`src/acp_defines.svh`:
```
// Register offsets, field positions and timing counts of the computation unit
`ifndef ACP_DEFINES_SVH
`define ACP_DEFINES_SVH
// Register byte offsets
`define ACP_OFF_CTRL  8'h00
`define ACP_OFF_RPT   8'h04
`define ACP_OFF_THR   8'h08
`define ACP_OFF_STAT  8'h0C
`define ACP_OFF_ACC   8'h10
`define ACP_OFF_FILT  8'h14
`define ACP_OFF_RES   8'h18
`define ACP_OFF_ISTS  8'h1C
`define ACP_OFF_IMSK  8'h20
// Control register fields
`define ACP_MODE_LSB  0
`define ACP_DOUBLE_SAMPLE_ENABLE_BIT  3
`define ACP_CLR_BIT   4
`define ACP_SHIFT_LSB 5
`define ACP_PUMP_BIT  8
// Interrupt status bits
`define ACP_IRQ_DONE  0
`define ACP_IRQ_THR   1
// Counter saturation value
`define ACP_CNT_MAX   8'hFF
// Cycles spent on an accumulator clear
`define ACP_CLR_CYC   2'd3
// Clock period and pump start-up time
`define ACP_CLK_NS    100
`define ACP_PUMP_NS   10000
`define ACP_PUMP_CYC  ((`ACP_PUMP_NS + `ACP_CLK_NS - 1) / `ACP_CLK_NS)
`endif

```
`src/acp_pkg.sv`:
```
// Types of the post-conversion computation unit
package acp_pkg;
  // Computation modes, in code order 0 to 4
  typedef enum logic [2:0] {
    ACP_BASIC, ACP_ACCUM, ACP_AVG, ACP_BURST, ACP_LPF
  } acp_mode_t;

  // Conversion strobe with its result
  typedef struct packed {
    logic        valid;
    logic [11:0] data;
  } acp_conv_t;

  // Requests back to the converter core
  typedef struct packed {
    logic retrig;
    logic stop;
  } acp_trig_t;

  // Whole state of the unit
  typedef struct packed {
    acp_mode_t   mode;
    logic        double_sample_enable;
    logic [2:0]  shift;
    logic        pump_en;
    logic        clr;
    logic [1:0]  clr_cnt;
    logic [7:0]  repeat_field;
    logic [17:0] thr;
    logic [17:0] acc;
    logic [7:0]  cnt;
    logic [17:0] filt;
    logic        ovf;
    logic        phase;
    logic [11:0] prev;
    logic [11:0] cur;
    logic [15:0] pump_cnt;
    logic        pump_rdy;
    logic [1:0]  ists;
    logic [1:0]  imask;
    logic        aw_v;
    logic [7:0]  aw_a;
    logic        w_v;
    logic [31:0] w_d;
    logic [3:0]  w_s;
    logic        bvalid;
    logic [1:0]  bresp;
    logic        rvalid;
    logic [1:0]  rresp;
    logic [31:0] rdata;
    acp_trig_t   trig;
  } acp_state_t;
endpackage : acp_pkg

```
`src/acp_core.sv`:
```
// Post-conversion computation unit with AXI4-Lite registers
// Behaviour
// - A mode field selects basic, accumulate, average, burst average or filter, codes 0 to 4.
// - Basic mode leaves accumulator and counter alone and tests the threshold on every sample.
// - Accumulate mode adds each sample and counts up, the counter holding at 0xFF.
// - The conversion-done flag is set after every conversion.
// - Average mode tests once the count reaches the target and clears at the next start then.
// - Burst mode clears at each start and retriggers until the count equals the target.
// - Filter mode adds the sample and subtracts the accumulator shifted right by the shift.
// - The filter output is the accumulator shifted right by the shift setting.
// - With double sampling a cycle spans two conversions and their difference is used.
// - The accumulator is 18 bits and an overflow flag is set when the sum leaves that range.
// - A clear command empties accumulator, overflow and counter, then drops by itself.
// - The clear finishes within five clock cycles.
// - In filter mode the shift setting sets the cutoff frequency.
// - A true threshold condition raises the threshold flag and asks the core to stop.
// - The pump ready bit rises only after the pump start-up time with the pump enabled.
// - A set overflow flag raises the threshold flag at every computation.
`include "acp_defines.svh"
module acp_core #(
  parameter int PUMP_CYC = `ACP_PUMP_CYC
) (
  input  wire logic              aclk,
  input  wire logic              aresetn,
  input  wire logic [7:0]        s_axi_awaddr,
  input  wire logic              s_axi_awvalid,
  output logic                   s_axi_awready,
  input  wire logic [31:0]       s_axi_wdata,
  input  wire logic [3:0]        s_axi_wstrb,
  input  wire logic              s_axi_wvalid,
  output logic                   s_axi_wready,
  output logic [1:0]             s_axi_bresp,
  output logic                   s_axi_bvalid,
  input  wire logic              s_axi_bready,
  input  wire logic [7:0]        s_axi_araddr,
  input  wire logic              s_axi_arvalid,
  output logic                   s_axi_arready,
  output logic [31:0]            s_axi_rdata,
  output logic [1:0]             s_axi_rresp,
  output logic                   s_axi_rvalid,
  input  wire logic              s_axi_rready,
  input  wire acp_pkg::acp_conv_t conv,
  input  wire logic              start_evt,
  output acp_pkg::acp_trig_t     trig,
  output logic [17:0]            accumulator_value,
  output logic [7:0]             sample_counter,
  output logic [17:0]            filter_output,
  output logic                   pump_enable,
  output logic                   pump_ready,
  output logic                   irq
);

  acp_pkg::acp_state_t s;
  acp_pkg::acp_state_t n;
  logic [32:0] rd;
  logic [32:0] ra;
  logic [31:0] wv;
  logic [12:0] dif;
  logic [18:0] smp;
  logic [18:0] sum;
  logic [17:0] a0;
  logic [17:0] fv;
  logic [17:0] tv;
  logic [7:0]  c0;
  logic [7:0]  cn;
  logic        go;
  logic        test;

  // Right shift by the shift setting
  function automatic logic [17:0] shr(input logic [17:0] v, input logic [2:0] k);
    shr = v >> k;
  endfunction : shr

  // Byte-lane merge of write data into the old word
  function automatic logic [31:0] merge(input logic [31:0] o, input logic [31:0] d,
                                        input logic [3:0] b);
    merge = o;
    for (int i = 0; i < 4; i++) begin
      if (b[i]) begin
        merge[i*8 +: 8] = d[i*8 +: 8];
      end
    end
  endfunction : merge

  // Register read decode; top bit marks a mapped address
  function automatic logic [32:0] rd_word(input acp_pkg::acp_state_t st,
                                          input logic [7:0] a);
    rd_word = {1'b1, 32'h0000_0000};
    case ({a[7:2], 2'b00})
      `ACP_OFF_CTRL: rd_word[31:0] = {23'h0, st.pump_en, st.shift, st.clr, st.double_sample_enable, st.mode};
      `ACP_OFF_RPT:  rd_word[7:0]  = st.repeat_field;
      `ACP_OFF_THR:  rd_word[17:0] = st.thr;
      `ACP_OFF_STAT: rd_word[31:0] = {16'h0, st.cnt, 5'h0, st.clr, st.pump_rdy, st.ovf};
      `ACP_OFF_ACC:  rd_word[17:0] = st.acc;
      `ACP_OFF_FILT: rd_word[17:0] = st.filt;
      `ACP_OFF_RES:  rd_word[31:0] = {4'h0, st.prev, 4'h0, st.cur};
      `ACP_OFF_ISTS: rd_word[1:0]  = st.ists;
      `ACP_OFF_IMSK: rd_word[1:0]  = st.imask;
      default:       rd_word[32]   = 1'b0;
    endcase
  endfunction : rd_word

  // Next-state logic: bus slave, computation, clear and pump
  always_comb begin
    n      = s;
    n.trig = '0;
    rd     = rd_word(s, s.aw_a);
    ra     = rd_word(s, s_axi_araddr);
    wv     = merge(rd[31:0], s.w_d, s.w_s);

    // Write address and data are taken in either order
    if (s_axi_awvalid && !s.aw_v) begin
      n.aw_v = 1'b1;
      n.aw_a = s_axi_awaddr;
    end
    if (s_axi_wvalid && !s.w_v) begin
      n.w_v = 1'b1;
      n.w_d = s_axi_wdata;
      n.w_s = s_axi_wstrb;
    end
    if (s.bvalid && s_axi_bready) begin
      n.bvalid = 1'b0;
    end
    if (s.aw_v && s.w_v && !s.bvalid) begin
      n.aw_v   = 1'b0;
      n.w_v    = 1'b0;
      n.bvalid = 1'b1;
      n.bresp  = rd[32] ? 2'h0 : 2'h2;
      case ({s.aw_a[7:2], 2'b00})
        `ACP_OFF_CTRL: begin
          n.mode    = acp_pkg::acp_mode_t'(wv[`ACP_MODE_LSB +: 3]);
          n.double_sample_enable    = wv[`ACP_DOUBLE_SAMPLE_ENABLE_BIT];
          n.shift   = wv[`ACP_SHIFT_LSB +: 3];
          n.pump_en = wv[`ACP_PUMP_BIT];
          if (wv[`ACP_CLR_BIT] && !s.clr) begin
            n.clr     = 1'b1;
            n.clr_cnt = 2'd0;
          end
        end
        `ACP_OFF_RPT:  n.repeat_field   = wv[7:0];
        `ACP_OFF_THR:  n.thr   = wv[17:0];
        `ACP_OFF_ISTS: n.ists  = s.ists & ~wv[1:0];
        `ACP_OFF_IMSK: n.imask = wv[1:0];
        default: ;
      endcase
    end

    // Read channel, one read under way at a time
    if (s.rvalid && s_axi_rready) begin
      n.rvalid = 1'b0;
    end
    if (s_axi_arvalid && !s.rvalid) begin
      n.rvalid = 1'b1;
      n.rdata  = ra[31:0];
      n.rresp  = ra[32] ? 2'h0 : 2'h2;
    end

    // Start clears the running sum in burst mode, and in average mode once the count reached the target
    a0 = s.acc;
    c0 = s.cnt;
    if (start_evt && ((s.mode == acp_pkg::ACP_AVG && s.cnt >= s.repeat_field) ||
                      s.mode == acp_pkg::ACP_BURST)) begin
      a0      = 18'h0_0000;
      c0      = 8'h00;
      n.acc   = a0;
      n.cnt   = c0;
      n.filt  = 18'h0_0000;
      n.phase = 1'b0;
    end

    // Sample is the result, or second minus first when double sampling
    dif = {1'b0, conv.data} - {1'b0, s.cur};
    smp = s.double_sample_enable ? {{6{dif[12]}}, dif} : {7'h00, conv.data};
    cn  = (c0 == `ACP_CNT_MAX) ? c0 : c0 + 8'h01;
    sum = {1'b0, a0} + smp;
    if (s.mode == acp_pkg::ACP_LPF) begin
      sum = sum - {1'b0, shr(a0, s.shift)};
    end
    fv   = shr(sum[17:0], s.shift);
    go   = conv.valid && !(s.double_sample_enable && !s.phase);
    test = 1'b0;
    tv   = smp[17:0];

    // Every conversion stores the result and flags completion
    if (conv.valid) begin
      n.cur   = conv.data;
      n.prev  = s.cur;
      n.phase = s.double_sample_enable && !s.phase;
      n.ists[`ACP_IRQ_DONE] = 1'b1;
    end

    // Computation at the end of each cycle
    if (go) begin
      case (s.mode)
        acp_pkg::ACP_ACCUM, acp_pkg::ACP_AVG, acp_pkg::ACP_BURST, acp_pkg::ACP_LPF: begin
          n.acc  = sum[17:0];
          n.cnt  = cn;
          n.filt = fv;
          n.ovf  = s.ovf | sum[18];
          test   = (s.mode == acp_pkg::ACP_ACCUM) || (cn >= s.repeat_field);
          tv     = fv;
        end
        default: begin
          test = 1'b1;
          tv   = smp[17:0];
        end
      endcase
      if ((test && tv >= s.thr) || n.ovf) begin
        n.ists[`ACP_IRQ_THR] = 1'b1;
        n.trig.stop          = 1'b1;
      end
      if (s.mode == acp_pkg::ACP_BURST && cn < s.repeat_field) begin
        n.trig.retrig = 1'b1;
      end
    end

    // Clear command runs a fixed number of cycles, then drops itself
    if (s.clr) begin
      if (s.clr_cnt == `ACP_CLR_CYC - 2'd1) begin
        n.acc   = 18'h0_0000;
        n.cnt   = 8'h00;
        n.ovf   = 1'b0;
        n.filt  = 18'h0_0000;
        n.phase = 1'b0;
        n.clr   = 1'b0;
      end else begin
        n.clr_cnt = s.clr_cnt + 2'd1;
      end
    end

    // Pump start-up timer
    if (!s.pump_en) begin
      n.pump_cnt = 16'h0000;
      n.pump_rdy = 1'b0;
    end else if (s.pump_cnt == 16'(PUMP_CYC - 1)) begin
      n.pump_rdy = 1'b1;
    end else begin
      n.pump_cnt = s.pump_cnt + 16'h0001;
    end
  end

  // State register
  always_ff @(posedge aclk) begin
    if (!aresetn) begin
      s <= '0;
    end else begin
      s <= n;
    end
  end

  // Port drive
  assign s_axi_awready     = !s.aw_v;
  assign s_axi_wready      = !s.w_v;
  assign s_axi_bvalid      = s.bvalid;
  assign s_axi_bresp       = s.bresp;
  assign s_axi_arready     = !s.rvalid;
  assign s_axi_rvalid      = s.rvalid;
  assign s_axi_rdata       = s.rdata;
  assign s_axi_rresp       = s.rresp;
  assign trig              = s.trig;
  assign accumulator_value = s.acc;
  assign sample_counter    = s.cnt;
  assign filter_output     = s.filt;
  assign pump_enable       = s.pump_en;
  assign pump_ready        = s.pump_rdy;
  assign irq               = |(s.ists & s.imask);
endmodule : acp_core

```
`config.mk`:
```
export PLATFORM = sky130hd
export DESIGN_NAME = acp_core
export DESIGN_NICKNAME = d
export VERILOG_FILES = /design/src/acp_pkg.sv /design/src/acp_core.sv
export VERILOG_INCLUDE_DIRS = /design/src
export SDC_FILE = /design/constraint.sdc
export NUM_CORES = 1
export LEC_CHECK = 0
export BUFFER_PORTS_ARGS = -buffer_cell sky130_fd_sc_hd__buf_2
export CELL_PAD_IN_SITES_DETAIL_PLACEMENT = 0
export CELL_PAD_IN_SITES_GLOBAL_PLACEMENT = 1
export CORE_ASPECT_RATIO = 0.9
export CORE_MARGIN = 1.5
export CORE_UTILIZATION = 46
export CTS_BUF_LIST = sky130_fd_sc_hd__clkbuf_4
export CTS_CLUSTER_DIAMETER = 30
export DETAILED_ROUTE_END_ITERATION = 10
export PLACE_DENSITY = 0.83
export SETUP_SLACK_MARGIN = 0.02
export SYNTH_ARGS = -nofsm -noshare
export SYNTH_HDL_FRONTEND = slang
export SYNTH_SLANG_ARGS = --single-unit
```
`constraint.sdc`:
```
create_clock -name aclk -period 10.51 [get_ports aclk]
set_clock_uncertainty 0.1 [all_clocks]
set_input_delay 0.5255 -clock aclk [delete_from_list [all_inputs] [get_ports aclk]]
set_output_delay 0.5255 -clock aclk [all_outputs]
set_load 0.005 [all_outputs]
```
==> flow_summary.toml <==
[run_status]
status = "complete, no violations"

[timing]
setup_viol = 0
rsz0062_at_grt = "false"
hold_viol_final = 0
setup_slack_ps = 969
finalCritPeriodShare = 0.908
holdWs_ps = 24.0
setup-tns-final_ps = 0
slew-limit-headroom = 0.156
tightest_slew_ps = 1260
fin_crit_ps = 9540
fmax_mhz = 105
slew_viol_final = 0

[clock_tree]
cts.htree.levels = 4
cts.path.max_buffers = 2
clk_latency_ps = 650
cts_resized = 0
root_buffer = "clkbuf_4"
cts_setup_buffers = 0
clock-sinks = 191
clkTransAtPathRegs_ps = 190
postCtsHoldBufs = 9
cts_made_buffers = 17
cts_tree = "done"

[cells_and_area]
final_cells = 2279
fillers = 3117
multi_input_area_um2 = 9320
layout.nets = 2015
area_growth_pct = 5.79
drive_gt1_frac = 0.135
seqCellArea_um2 = 3820

[setup_path]
cp-end-kind = "flop"
cp_max_fo = 12
startpoint_type = "flop"
critPathMostFrequentCell = "a21o_1"
setup.worst_path.class = "reg -> reg"
rrSetupSlack_ps = 970
cp.required_ps = 10920
arrival_ps = 9950
max_stage_delay_ps = 680
critPathSlowestCell = "a2111oi_0"

[synthesis]
yosys_warnings = 0
synth_cell_types = 81
synth-edff-count = 0
ys.flop_type = "dfxtp_1"
synthTopCellsByCount = "nand2_1 (213), dfxtp_1 (191), nor2_1 (180), a21oi_1 (88)"
yosysMostFrequentCell = "nand2_1"
synth-async-reset-ratio = 0
ys_seq_area_frac = 0.265
postSynthRegisterBits = 191
synth_top_area_cell = "dfxtp_1"
synth.avg_cell_area_um2 = 7.87
netlist_area_um2 = 14400
ys_top_cells_by_area = "dfxtp_1 (27%), ha_1 (7.2%), nand2_1 (5.5%), mux2i_1 (5.4%), nor2_1 (4.7%)"
synthCells = 1834
synth.top_cell.area_share = 0.265

[run]
maxCapViolCount = 0

[placed_design]
post-dp-hpwl_um = 36000
gp_congestion = 0.921
placed_cells = 2232
place_ws_ps = 1080
io_buffers = 137

[die]
fp-row-count = 61
core_area_um2 = 30900
die_x_um = 190
dieArea_um2 = 32400
io_pins = 163
start_util = 0.467
die_y_um = 171

[routing]
dr.pass1.iters = 5
ant_nets = 0
vias = 13700
drtIter0Drc = 1379
routed_wirelength_um = 47000
met1_length_um = 22100
route.top_layer_used = "met4"
wl_per_cell_um = 20.6
routed_via_density = 6.02
route.detailed.drc = 0
dr_wl_met3_um = 3770
met2_length_um = 19800

[grt]
grt_pass1_vias = 12300
grt_max_degree = 102
antenna_found_initial = 1
grtUsageTotal = 0.286
grt_pass1_wl_um = 71500
overflow = 0

[power_and_ir_drop]
power_per_cell_area_nw_per_um2 = 103
p_leak_nw = 6.26
peakVddDrop_mv = 0.0713

[hold_path]
hold_path.class = "in -> reg"
==> worst paths after layout <==
kind	startpoint	cells past startpoint	endpoint
hold reg to reg	s[61]	2	s[61]
setup / recovery	s[107]	36	s[89]
hold / removal	s_axi_wdata[8]	3	s[52]
setup reg to reg	s[107]	36	s[89]
==> layer usage <==
layer,vias up,global-route usage
li1,6492,-
met1,6534,0.422
met2,621,0.425
met3,78,0.0414
met4,0,0.0866
met5,-,0
==> worst max-delay path, delay by kind of cell (launching register included) <==
| kind | cells | cell delay, ps |
|---|---|---|
| muxes | 2 | 620 |
| xor gates and xnor gates | 2 | 350 |
| and+or+nand+nor | 5 | 920 |
| adders and majority gates | 5 | 1750 |
| AOI/OAI and AO/OA | 21 | 5110 |
| DFF | 1 | 540 |
| buffers and inverters | 1 | 60 |
==> layout by cell type (no fill, tap or decap), drive strengths merged, types with 6 or more instances in the layout <==
master and count:
a21o 25, inv 98, a22oi 41, xor2 17
a21oi 88, nand4 11, mux2 24, o21ai 87
a31oi 14, nor3b 24, xnor2 30, a211oi 20
nor2 180, dlygate4sd3 14, or3 13, o22ai 10
nand3 43, ha 83, buf 160, a221oi 13
conb 6, clkbuf 17, a21boi 47, and2 21
o21a 22, dfxtp 191, mux2i 78, mux4 21
nand2b 22, nor3 32, o31ai 11, nor2b 72
o211ai 22, nand2 213, and3 9
==> layout make-up <==
class | instances | area share
multi-input cells | 1383 | 0.611
flip-flops and latches | 191 | 0.250
repair buffers | 174 | 0.0654
well taps | 409 | 0.0335
inverters | 89 | 0.0219
clock inverters | 15 | 0.00959
clock buffers | 17 | 0.00836
diodes | 1 | 0.000164
==> kinds of logic (layout without fill, tap and decap cells) <==
group,Yosys count,in the layout,synth area share
other cells,1,7,0.000260
mux,123,123,0.107
flops,191,191,0.265
fa+ha+maj,88,88,0.0776
simple gates,656,656,0.213
buf+inv,265,295,0.0910
xor+xnor,47,47,0.0285
compound gates,463,463,0.217
==> registers in the layout, summed over array words and instances (netlist names), named ones only <==
name	flops
s_axi_rdata	28
pump_ready	1
s_axi_rvalid	1
s_axi_bresp	1
s_axi_bvalid	1
accumulator_value	18
sample_counter	8
pump_enable	1
filter_output	18
trig	2
s	110
s_axi_rresp	1
==> stage by stage <==
stage / util / power, mW / instance area (um2)
2_1_floorplan: - / 1.06 / 14400
3_3_place_gp: 0.480 / 1.16 / 14800
3_5_place_dp: 0.480 / 1.17 / 14800
4_1_cts: 0.492 / 1.58 / 15200
5_1_grt: 0.494 / 1.65 / 15300
6_report: 0.494 / 1.58 / 15300
==> report_power, final <==
part	leakage, nW	internal, mW	switching (mW)
Clock	0.139	0.107	0.302
Sequential	1.55	0.744	0.0268
Combinational	4.58	0.159	0.237
Total	6.26	1.01	0.566
(Power assumes the default switching activity.)
